$ cat config.mk
export PLATFORM = sky130hd
export DESIGN_NAME = gcfs_regs
export DESIGN_NICKNAME = d
export VERILOG_FILES = /design/src/design/gcfs_pkg.sv /design/src/design/gcfs_rate_gen.sv /design/src/design/gcfs_regs.sv
export VERILOG_INCLUDE_DIRS = /design/src /design/src/design
export SDC_FILE = /design/constraint.sdc
export NUM_CORES = 1
export LEC_CHECK = 0
export ABC_CLOCK_PERIOD_IN_PS = 2900
export BUFFER_PORTS_ARGS = -buffer_cell sky130_fd_sc_hd__buf_2
export CAP_MARGIN = 20
export CORE_MARGIN = 1
export CORE_UTILIZATION = 50
export CTS_CLUSTER_SIZE = 28
export DETAILED_ROUTE_END_ITERATION = 10
export PLACE_DENSITY = 0.73
export SYNTH_ARGS = -nofsm -noshare
export SYNTH_HDL_FRONTEND = slang
export SYNTH_SLANG_ARGS = --single-unit
$ cat constraint.sdc
create_clock -name pclk -period 2.9 [get_ports pclk]
set_input_delay 0.145 -clock pclk [delete_from_list [all_inputs] [get_ports pclk]]
set_output_delay 0.145 -clock pclk [all_outputs]
set_load 0.02 [all_outputs]
$ cat src/design/gcfs_map.svh
// Register indices, field positions, reset values and timing counts
// for the gyroscope configuration and queue-select register bank.
// Assumes a 100 MHz register clock; byte address is four times index.
`ifndef GCFS_MAP_SVH
`define GCFS_MAP_SVH

// Register indices.
`define GCFS_IDX_SAMPLE_DIV 10'h019
`define GCFS_IDX_CONFIG 10'h01A
`define GCFS_IDX_GYRO_CFG 10'h01B
`define GCFS_IDX_LP_CFG 10'h01E
`define GCFS_IDX_FIFO_SEL 10'h023
`define GCFS_IDX_FRAME_SYNC_PIN_STAT 10'h036
`define GCFS_IDX_PIN_CFG 10'h037
`define GCFS_IDX_IRQ_STAT 10'h03C
`define GCFS_IDX_IRQ_MASK 10'h03D

// Writable-bit masks; reserved bits are held at zero.
`define GCFS_MASK_GYRO_CFG 8'hFB
`define GCFS_MASK_LP_CFG 8'hF0
`define GCFS_MASK_FIFO_SEL 8'hF0
`define GCFS_MASK_CONFIG 8'h7F
`define GCFS_MASK_PIN_CFG 8'h0C
`define GCFS_MASK_IRQ 8'h07

// Reset values.
`define GCFS_RST_REG 8'h00

// Field positions.
`define GCFS_BIT_XST 7
`define GCFS_BIT_YST 6
`define GCFS_BIT_ZST 5
`define GCFS_RANGE_HI 4
`define GCFS_RANGE_LO 3
`define GCFS_BYP_HI 1
`define GCFS_BYP_LO 0
`define GCFS_BIT_CYCLE 7
`define GCFS_AVG_HI 6
`define GCFS_AVG_LO 4
`define GCFS_SEL_HI 7
`define GCFS_SEL_LO 4
`define GCFS_BIT_FIFO_MODE 6
`define GCFS_LPF_HI 2
`define GCFS_LPF_LO 0
`define GCFS_BIT_FS_LEVEL 3
`define GCFS_BIT_FS_IRQ_EN 2
`define GCFS_BIT_FS_FLAG 7
`define GCFS_IRQ_FRAME_SYNC_PIN 0
`define GCFS_IRQ_SAMPLE 1
`define GCFS_IRQ_DROP 2

// Timing: internal rate period and clock period, both in ns.
`define GCFS_INT_PERIOD_NS 1000000
`define GCFS_CLK_PERIOD_NS 10
`define GCFS_TICK_CYCLES (`GCFS_INT_PERIOD_NS / `GCFS_CLK_PERIOD_NS)

`endif

$ cat src/design/gcfs_pkg.sv
// Types shared by the gyroscope configuration register bank.
// Assumes the constants of gcfs_map.svh for all numeric values.
package gcfs_pkg;

  // One-hot states of the queue push sequencer.
  typedef enum logic [1:0] {
    GCFS_IDLE = 2'b01,
    GCFS_PUSH = 2'b10
  } gcfs_state_t;

  // Angular range codes: 250, 500, 1000 and 2000 dps.
  typedef enum logic [1:0] {
    GCFS_R250 = 2'h0,
    GCFS_R500 = 2'h1,
    GCFS_R1000 = 2'h2,
    GCFS_R2000 = 2'h3
  } gcfs_range_t;

endpackage

$ cat src/design/gcfs_rate_gen.sv
// Sample-rate strobe generator: internal rate divided by divider + 1.
// Assumes a synchronous divider value from the register bank.
`timescale 1ns/1ps
`include "gcfs_map.svh"
module gcfs_rate_gen
  import gcfs_pkg::*;
#(
  parameter int TICK_CYCLES = `GCFS_TICK_CYCLES
) (
  // Clock and reset.
  input wire logic pclk,
  input wire logic presetn,
  // Control and strobe.
  input wire logic [7:0] sample_divider,
  output logic sample_tick
);

  logic [19:0] ms_cnt;
  logic [7:0] div_cnt;
  logic ms_tick;

  // Internal-rate period counter.
  always_ff @(posedge pclk or negedge presetn) begin
    if (!presetn) begin
      ms_cnt <= 20'h00000;
    end else if (ms_tick) begin
      ms_cnt <= 20'h00000;
    end else begin
      ms_cnt <= ms_cnt + 20'h00001;
    end
  end

  assign ms_tick = (ms_cnt == 20'(TICK_CYCLES - 1));

  // Divider; a smaller new divider takes effect at the next tick.
  always_ff @(posedge pclk or negedge presetn) begin
    if (!presetn) begin
      div_cnt <= 8'h00;
      sample_tick <= 1'b0;
    end else begin
      sample_tick <= 1'b0;
      if (ms_tick) begin
        if (div_cnt >= sample_divider) begin
          div_cnt <= 8'h00;
          sample_tick <= 1'b1;
        end else begin
          div_cnt <= div_cnt + 8'h01;
        end
      end
    end
  end

endmodule

$ cat src/design/gcfs_regs.sv
// Gyroscope configuration, low-power, queue-select and frame-sync
// register bank with an APB slave and a sticky interrupt block.
// Assumes synchronous inputs on pclk and an external byte queue.
// Functional notes
// - Range field bits 4:3 select 250, 500, 1000 or 2000 dps.
// - Bits 1:0 select main low-pass use or bypass.
// - Low-power bit 7 enables cycling mode; resets to zero.
// - Averaging selector bits 6:4 set low-power averaging; reset 000.
// - In low-power mode only the averaging selector sets filtering.
// - Selector n averages two to the power n samples.
// - Temperature bit pushes its high and low bytes each strobe.
// - Bits 6, 5, 4 push X, Y, Z high and low bytes.
// - Enabled paths are queued even when in standby.
// - Hardware sets the frame-sync flag on each frame-sync event.
// - Reading the frame-sync status returns the flag then clears it.
// - Sample rate is 1 kHz divided by divider plus one.
// - Main low-pass filter used only when bypass selector is 00.
// - Queue full: mode set drops samples, clear overwrites oldest.
// - Frame-sync pin raises the flag only when its enable is set.
//
// Design decision made here: the APB slave port.
`timescale 1ns/1ps
`include "gcfs_map.svh"
module gcfs_regs
  import gcfs_pkg::*;
#(
  parameter int TICK_CYCLES = `GCFS_TICK_CYCLES
) (
  // Clock and reset.
  input wire logic pclk,
  input wire logic presetn,
  // APB slave.
  input wire logic psel,
  input wire logic penable,
  input wire logic pwrite,
  input wire logic [11:0] paddr,
  input wire logic [31:0] pwdata,
  output logic [31:0] prdata,
  output logic pready,
  output logic pslverr,
  // Sensor data and standby-independent sources.
  input wire logic [15:0] temp_out,
  input wire logic [15:0] x_rate,
  input wire logic [15:0] y_rate,
  input wire logic [15:0] z_rate,
  input wire logic frame_sync_pin,
  // Byte queue write side.
  input wire logic fifo_full,
  output logic fifo_push,
  output logic [7:0] fifo_byte,
  output logic fifo_overwrite,
  // Filter and range controls.
  output logic x_axis_selftest,
  output logic y_axis_selftest,
  output logic z_axis_selftest,
  output gcfs_range_t range_select,
  output logic [1:0] filter_bypass_sel,
  output logic lowpass_en,
  output logic [2:0] lowpass_cfg_code,
  output logic lp_cycle_en,
  output logic [2:0] avg_filter_sel,
  output logic [7:0] avg_samples,
  output logic sample_tick,
  // Interrupt.
  output logic irq
);

  logic [7:0] gyro_range_config;
  logic [7:0] low_power_cycle_config;
  logic [7:0] fifo_source_select;
  logic [7:0] sample_divider;
  logic [7:0] config_reg;
  logic [7:0] pin_cfg;
  logic [7:0] irq_status;
  logic [7:0] irq_mask;
  logic frame_sync_event_flag;
  logic [9:0] reg_idx;
  logic addr_ok;
  logic wr_acc;
  logic rd_acc;
  logic setup;
  logic [7:0] next_rdata;
  logic next_err;
  logic fs_prev;
  logic fs_active;
  logic fs_event;
  gcfs_state_t state;
  logic [2:0] byte_idx;
  logic [63:0] snap;
  logic [3:0] snap_sel;
  logic byte_want;
  logic drop_event;

  // Bus phases; data is latched in setup so the access needs no wait.
  assign reg_idx = paddr[11:2];
  assign setup = psel && !penable;
  assign wr_acc = psel && penable && pwrite;
  assign rd_acc = psel && penable && !pwrite;
  assign pready = psel && penable;

  // Read mux and address decode.
  always_comb begin
    next_rdata = 8'h00;
    addr_ok = (paddr[1:0] == 2'h0);
    if (reg_idx == `GCFS_IDX_SAMPLE_DIV) begin
      next_rdata = sample_divider;
    end else if (reg_idx == `GCFS_IDX_CONFIG) begin
      next_rdata = config_reg;
    end else if (reg_idx == `GCFS_IDX_GYRO_CFG) begin
      next_rdata = gyro_range_config;
    end else if (reg_idx == `GCFS_IDX_LP_CFG) begin
      next_rdata = low_power_cycle_config;
    end else if (reg_idx == `GCFS_IDX_FIFO_SEL) begin
      next_rdata = fifo_source_select;
    end else if (reg_idx == `GCFS_IDX_FRAME_SYNC_PIN_STAT) begin
      next_rdata[`GCFS_BIT_FS_FLAG] = frame_sync_event_flag;
    end else if (reg_idx == `GCFS_IDX_PIN_CFG) begin
      next_rdata = pin_cfg;
    end else if (reg_idx == `GCFS_IDX_IRQ_STAT) begin
      next_rdata = irq_status;
    end else if (reg_idx == `GCFS_IDX_IRQ_MASK) begin
      next_rdata = irq_mask;
    end else begin
      addr_ok = 1'b0;
    end
    next_err = !addr_ok;
  end

  // Read data and error are captured in the setup phase.
  always_ff @(posedge pclk or negedge presetn) begin
    if (!presetn) begin
      prdata <= 32'h00000000;
      pslverr <= 1'b0;
    end else if (setup) begin
      prdata <= {24'h000000, (addr_ok ? next_rdata : 8'h00)};
      pslverr <= next_err;
    end
  end

  // Writable registers; masks keep reserved bits at zero.
  always_ff @(posedge pclk or negedge presetn) begin
    if (!presetn) begin
      gyro_range_config <= `GCFS_RST_REG;
      low_power_cycle_config <= `GCFS_RST_REG;
      fifo_source_select <= `GCFS_RST_REG;
      sample_divider <= `GCFS_RST_REG;
      config_reg <= `GCFS_RST_REG;
      pin_cfg <= `GCFS_RST_REG;
      irq_mask <= `GCFS_RST_REG;
    end else if (wr_acc && addr_ok) begin
      if (reg_idx == `GCFS_IDX_GYRO_CFG) begin
        gyro_range_config <= pwdata[7:0] & `GCFS_MASK_GYRO_CFG;
      end else if (reg_idx == `GCFS_IDX_LP_CFG) begin
        low_power_cycle_config <= pwdata[7:0] & `GCFS_MASK_LP_CFG;
      end else if (reg_idx == `GCFS_IDX_FIFO_SEL) begin
        fifo_source_select <= pwdata[7:0] & `GCFS_MASK_FIFO_SEL;
      end else if (reg_idx == `GCFS_IDX_SAMPLE_DIV) begin
        sample_divider <= pwdata[7:0];
      end else if (reg_idx == `GCFS_IDX_CONFIG) begin
        config_reg <= pwdata[7:0] & `GCFS_MASK_CONFIG;
      end else if (reg_idx == `GCFS_IDX_PIN_CFG) begin
        pin_cfg <= pwdata[7:0] & `GCFS_MASK_PIN_CFG;
      end else if (reg_idx == `GCFS_IDX_IRQ_MASK) begin
        irq_mask <= pwdata[7:0] & `GCFS_MASK_IRQ;
      end
    end
  end

  // Decoded controls; low-power mode clears the low-pass enable, the code passes through.
  assign x_axis_selftest = gyro_range_config[`GCFS_BIT_XST];
  assign y_axis_selftest = gyro_range_config[`GCFS_BIT_YST];
  assign z_axis_selftest = gyro_range_config[`GCFS_BIT_ZST];
  assign range_select = gcfs_range_t'(
    gyro_range_config[`GCFS_RANGE_HI:`GCFS_RANGE_LO]);
  assign filter_bypass_sel =
    gyro_range_config[`GCFS_BYP_HI:`GCFS_BYP_LO];
  assign lp_cycle_en = low_power_cycle_config[`GCFS_BIT_CYCLE];
  assign avg_filter_sel =
    low_power_cycle_config[`GCFS_AVG_HI:`GCFS_AVG_LO];
  assign lowpass_en = (filter_bypass_sel == 2'h0) && !lp_cycle_en;
  assign lowpass_cfg_code = config_reg[`GCFS_LPF_HI:`GCFS_LPF_LO];
  // Without low-power mode the averager passes single samples.
  assign avg_samples = lp_cycle_en ? (8'h01 << avg_filter_sel)
                                   : 8'h01;

  // Sample-rate strobe paces every queue write.
  gcfs_rate_gen #(
    .TICK_CYCLES(TICK_CYCLES)
  ) u_rate (
    .pclk(pclk),
    .presetn(presetn),
    .sample_divider(sample_divider),
    .sample_tick(sample_tick)
  );

  // Frame-sync edge toward the configured level.
  assign fs_active = frame_sync_pin ^ pin_cfg[`GCFS_BIT_FS_LEVEL];
  assign fs_event = pin_cfg[`GCFS_BIT_FS_IRQ_EN]
                    && fs_active && !fs_prev;

  // Previous active state of the pin; an edge needs a fresh transition.
  always_ff @(posedge pclk or negedge presetn) begin
    if (!presetn) begin
      fs_prev <= 1'b0;
    end else begin
      fs_prev <= fs_active;
    end
  end

  // Only the flag value actually returned is cleared, and a new event
  // wins, so an event during a read is never lost.
  always_ff @(posedge pclk or negedge presetn) begin
    if (!presetn) begin
      frame_sync_event_flag <= 1'b0;
    end else if (fs_event) begin
      frame_sync_event_flag <= 1'b1;
    end else if (rd_acc && reg_idx == `GCFS_IDX_FRAME_SYNC_PIN_STAT &&
                 prdata[`GCFS_BIT_FS_FLAG]) begin
      frame_sync_event_flag <= 1'b0;
    end
  end

  // Push sequencer: snapshot on the strobe, then walk eight byte slots
  // high byte first, temperature, X, Y, Z. Standby is not consulted.
  assign byte_want = (state == GCFS_PUSH) &&
                     snap_sel[3 - int'(byte_idx[2:1])];
  assign drop_event = byte_want && fifo_full &&
                      config_reg[`GCFS_BIT_FIFO_MODE];

  always_ff @(posedge pclk or negedge presetn) begin
    if (!presetn) begin
      state <= GCFS_IDLE;
      byte_idx <= 3'h0;
      snap <= 64'h0000000000000000;
      snap_sel <= 4'h0;
    end else begin
      case (state)
        GCFS_IDLE: begin
          if (sample_tick) begin
            snap <= {temp_out, x_rate, y_rate, z_rate};
            snap_sel <= fifo_source_select[`GCFS_SEL_HI:`GCFS_SEL_LO];
            byte_idx <= 3'h0;
            state <= GCFS_PUSH;
          end
        end
        GCFS_PUSH: begin
          byte_idx <= byte_idx + 3'h1;
          if (byte_idx == 3'h7) begin
            state <= GCFS_IDLE;
          end
        end
        default: begin
          state <= GCFS_IDLE;
        end
      endcase
    end
  end

  // Queue write port; full with mode set drops, else overwrites.
  always_ff @(posedge pclk or negedge presetn) begin
    if (!presetn) begin
      fifo_push <= 1'b0;
      fifo_byte <= 8'h00;
      fifo_overwrite <= 1'b0;
    end else begin
      fifo_push <= byte_want && !drop_event;
      fifo_byte <= snap[63 - 8 * int'(byte_idx) -: 8];
      fifo_overwrite <= byte_want && fifo_full && !drop_event;
    end
  end

  // Sticky interrupt status; read clears returned bits, set wins.
  always_ff @(posedge pclk or negedge presetn) begin
    if (!presetn) begin
      irq_status <= `GCFS_RST_REG;
    end else begin
      irq_status <= (irq_status &
        ~((rd_acc && reg_idx == `GCFS_IDX_IRQ_STAT) ? prdata[7:0] : 8'h00))
        | {5'h00, drop_event, sample_tick, fs_event};
    end
  end

  assign irq = |(irq_status & irq_mask);
endmodule

# Word-level counts from Yosys, hierarchy flattened
# Index checks and enable logic that the tools add are counted.
totals:
  ff_bits: 166
  in_bits: 115
  wordCells: 130
op_classes:
  addsub: 5
  magnitude_cmp: 2
  eq_ne: 15
  shift: 2
  mux: 36
  bitwise: 11
  n_reduce_logical: 37
op_table:
  columns: ["operator", "count"]
  rows:
  - ["2-to-1 mux 8 bit", 11]
  - ["indexed part select 71 x 7 -> 8 bit", 1]
  - ["equality test 10 x 6 -> 1 bit (second input constant)", 5]
  - ["equality test 10 x 5 -> 1 bit (second input constant)", 4]
  - ["adder 20 x 1 -> 20 bit (second input constant)", 1]
  - ["equality test 20 x 17 -> 1 bit (second input constant)", 1]
  - ["2-to-1 mux 20 bit", 1]
  - ["logical AND 1 bit", 16]
  - ["2-to-1 mux 1 bit", 16]
  - ["adder 8 x 1 -> 8 bit (second input constant)", 1]
  - ["AND 8 x 3 -> 8 bit", 1]
  - ["AND 8 bit", 1]
  - ["greater-or-equal comparator 8 bit", 1]
  - ["NOT 8 bit", 1]
  - ["OR 8 x 3 -> 8 bit", 1]
  - ["AND reduction 2 bit", 4]
  - ["AND reduction 8 bit", 1]
  - ["OR reduction 8 bit", 1]
  - ["<< shifter 1 x 3 -> 8 bit (first input constant)", 1]
  - ["2-to-1 mux 7 bit", 1]
  - ["AND reduction 7 bit", 1]
  - ["subtractor 6 x 6 -> 7 bit (first input constant)", 1]
  - ["logical NOT 1 bit", 6]
  - ["2-to-1 mux 3 bit", 2]
  - ["other kinds (19)", 28]

# Logic depth before layout (Yosys ltp)
depth:
  ltp_word: 12
  ltp_mapped: 8
  depth_no_buf: 8

# Cells and area by module
# Synthesis repeated with hierarchy kept, for this count alone.
unflattened:
  cells_unflattened: 803
  hier_area_um2: 8210.4
modules_own_cells:
  columns: ["mod", "n_inst", "cells_each", "area_per_inst_um2", "seq_area_each_um2"]
  rows:
  - ["gcfs_regs", 1, 642, 6615.1, 3429.5]
  - ["gcfs_rate_gen", 1, 161, 1595.3, 725.7]

# Worst setup path before layout
# No wires, ideal clock.
synth_timing:
  path_kind: "register to register"
  startpoint: "register u_rate.div_cnt[0]"
  endpoint: "register u_rate.div_cnt[5]"
  arrival_ns: 1.828
  t_required_ns: 2.817
  path_slack_ns: 0.989
  stages_incl_launch_ff: 9
  n_path_buf: 0
  synth_period_minus_slack_ns: 1.911
  cell_sequence: "dfrtp_1 inv_1 ha_1 nand2b_1 a21o_1 a211oi_1 o211ai_1 or3_1 o21ai_0"
synth_between:
  elab_chain_cells: 2
synth_lines:
  columns: ["element", "line", "source"]
  rows:
  - ["start, declared", "gcfs_rate_gen.sv:19", "logic [7:0] div_cnt;"]
  - ["start signal, assigned", "gcfs_rate_gen.sv:47", "div_cnt <= div_cnt + 8'h01;"]
  - ["adder 8 x 1 -> 8 bit or greater-or-equal comparator 8 bit (tied branches)", "gcfs_rate_gen.sv:47, gcfs_rate_gen.sv:43", null]
  - ["2-to-1 mux 8 bit *", "gcfs_rate_gen.sv:43", "if (div_cnt >= sample_divider) begin"]
# Mark *: on every way between the ends. The rest lies on a longest branch, timed or not.
# A chain may end at the register's enable or synchronous reset.

# Final worst setup path
# Same ends and word-level chain as after synthesis.

==> results.md <==
* Post-synth ARST share at 100%
* Vias in the first global route at slightly above 6000
* Syn Area/Cell at between 10 and 15 sq um
* Vias per inst at 5.54
* Status: completed
* Reg clk slew, reported paths at roughly 60 ps
* Synthesized area at around 0.0080 sq mm
* Aggregate routed wire length at 19.9 mm
* PwrDens at 506 mW/mm^2
* Drt first pass iters at 5
* Initial antenna violation count at 1
* Core area at roughly 0.015 sq mm
* CP endpoint kind: flip-flop
* DIE AREA at around 0.017 sq mm
* IO Port Bufs at between 100 and 150
* Cts bufs inserted at 17
* Synth unique cells at between 70 and 80
* Area growth from synthesis to layout at 26.3%
* Clock tree root buffer cell: clkbuf_16
* Setup TNS at 0 ps
* # Post-CTS Setup Buffers at 0
* Commonest non-fill, non-tap cells in the layout: 165 x dfrtp_1, 134 x buf_2, 98 x mux2_2
* Slew Limit Fails at 0
* RSZ-0062 raised after global routing: no
* Drt drc at 0
* Nets at 982
* Die Span Y at roughly 130 microns
* Largest net degree at the start of global routing at 86
* Slew of the pin with the lowest slew margin at 706 ps
* CP max FO at 5
* Sequential power share at a little under half
* Initial Util at 51.8%
* Tot GR Track Use at 25.5%
* Period utilization at 73.4%
* CTS tree: built
* Syn Inst Count at between 600 and 700
* WS Path Type: flip-flop to flip-flop
* Yosys top cell by area: dfrtp_1
* Worst-case vdd ir drop at ~0.45 mV
* RD Place Congestion at approximately 0.92
* Final hold slack at between 15 and 20 ps
* Seq/Total Area, Yosys at 51.9%
* Yosys warns at 0
* Post-synth EDFFs at 0
* Net Sw Frac at roughly 21%
* # placed instances at slightly below 1000
* Minimum clock period at roughly 2100 ps
* Setup ws final at 772 ps
* Comb power frac at under 10%
* DP Wirelength at 13.4 mm
* Biggest regs: snap: 64 flops, u_rate.ms_cnt: 20 flops
* Max_slew headroom at between 50% and 60%
* Setup violators final at 0
* Required @ worst endpoint at about 3200 ps
* Top FF cell, synth: dfrtp_1
* Die width at 128 microns
* Most common cell after layout, fill and taps aside: dfrtp_1
* Number of I/O pins at 184
* Placed Area at between 0.008 and 0.009 sq mm
* Leakage Power at 4.72 nW
* Final Util at between 60% and 70%
* First-pass GRT wire length at about 32 mm
* Non-Filler Instances at about 1100
* Max reg flops at 64
* Total power at between 5 and 6 mW
* GR Overflow Total at 0
* Antenna-violating nets left at 0
* Synth top area cells: dfrtp_1 52%, mux2_2 14%, mux4_2 4.8%
* Standard-cell rows at between 40 and 50
* Clock share of power at 46.0%
* Hold Path Class: input port to flip-flop
* Final Skew at just over 9 ps
* Place WS at 785 ps
* Clock sinks at between 150 and 200
* Fmax at around 0.47 GHz
* 1st-iter DRT viols at between 400 and 500
* Worst Path Arrival at around 2500 ps
* Clk Latency, worst-skew pair at 420 ps
* Top cell type's share of synthesized area at between 50% and 60%
* P_int at approximately 4 mW
* Routed via count at roughly 6000
* Biggest register: snap
* Fin. Hold Viols at 0
* Max cap viols at 0
* Wire length per cell at around 18 microns
* #FFs+latches synth at 166
* Psw at 1.09 mW
* Longest Clk Path Bufs at 2
* Fraction of layout cells with a size suffix above 1 at approximately 35%
* Design Area, Final at around 0.01 sq mm
* Crit path launch type: flip-flop
* CTS H-Tree Depth at 4
==> cell families (layout without fill, tap and decap cells) <==
| kind of cell | after synthesis | in the layout | share of synthesized area [%] |
|---|---|---|---|
| compound gates | 89 | 89 | 7.48 |
| xor+xnor | 17 | 17 | 1.86 |
| fa+ha+maj | 12 | 12 | 1.88 |
| buf+inv | 68 | 260 | 4.72 |
| flops | 166 | 166 | 51.9 |
| mux | 127 | 127 | 20.5 |
| other cells | 1 | 26 | 0.0469 |
| simple gates | 173 | 173 | 11.6 |
==> power by group through the flow <==
stage | sequential (mW) | clock [mW] | combinational [mW]
detailed placement | 2.44 | 0 | 0.285
CTS | 2.39 | 2.37 | 0.358
floorplan | 2.43 | 0 | 0.149
global route | 2.40 | 2.49 | 0.393
global placement | 2.43 | 0 | 0.274
finish | 2.40 | 2.35 | 0.360
==> path summary, 6_finish.rpt <==
| check | start | to | slack [ps] | cells after the start |
|---|---|---|---|---|
| hold / removal | pwrite | frame_sync_event_flag | 20 | 3 |
| hold reg to reg | u_rate.ms_cnt[0] | u_rate.ms_cnt[0] | 470 | 1 |
| max in group asynchronous | presetn | snap[22] | 1800 | 3 |
| min in group asynchronous | presetn | u_rate.ms_cnt[2] | 220 | 2 |
| setup / recovery | u_rate.div_cnt[0] | u_rate.div_cnt[5] | 770 | 8 |
| setup reg to reg | u_rate.div_cnt[0] | u_rate.div_cnt[5] | 770 | 8 |
==> cell type report <==
type	instances	area, sq um
Multi-Input combinational cell	442	3550
Tap cell	211	264
Clock buffer	25	505
Timing Repair Buffer	210	1440
Clock inverter	7	116
Antenna cell	2	5.00
Sequential cell	166	4160
Fill cell	1143	5320
Inverter	18	67.6
==> repair_timing <==
action,4_1_cts,5_1_grt
gates resized for setup,0,0
hold buffers,67,0
hold endpoints to repair,110,0
==> synth_stat cells (all sizes together), types with 3 or more instances <==
| cell type | n |
|---|---|
| nand2 | 53 |
| nand4 | 8 |
| o21ai | 28 |
| o21a | 3 |
| ha | 12 |
| nor2 | 34 |
| nand3b | 3 |
| nor3 | 9 |
| mux2 | 104 |
| inv | 18 |
| a21o | 5 |
| buf | 46 |
| nand2b | 11 |
| a22oi | 3 |
| a21oi | 9 |
| o22ai | 8 |
| clkbuf | 4 |
| nand3 | 15 |
| a21boi | 6 |
| nor4 | 5 |
| nor2b | 6 |
| a221oi | 4 |
| and2 | 4 |
| and3 | 6 |
| mux2i | 6 |
| xnor2 | 7 |
| or3 | 4 |
| mux4 | 17 |
| dfrtp | 165 |
| xor2 | 10 |
| nor3b | 4 |
==> critical path: stages, from the launching register on <==
cell and delay, ps:
dfrtp_1 400, inv_1 100, ha_1 230, nand2b_1 150
a21o_1 170, a211oi_1 350, o211ai_1 240, or3_1 360
o21ai_0 70
==> layer usage <==
| layer | share of wire (%) | routed length [microns] | vias up | track usage (%) |
|---|---|---|---|---|
| met5 | 0 | 0 | - | 0 |
| met4 | 2.2 | 435 | 0 | 9.13 |
| met3 | 6.3 | 1250 | 37 | 5.90 |
| met2 | 51 | 10200 | 214 | 44.1 |
| met1 | 40 | 7970 | 3022 | 31.3 |
| li1 | - | - | 2714 | - |
Power figures use the tool's default switching activity.
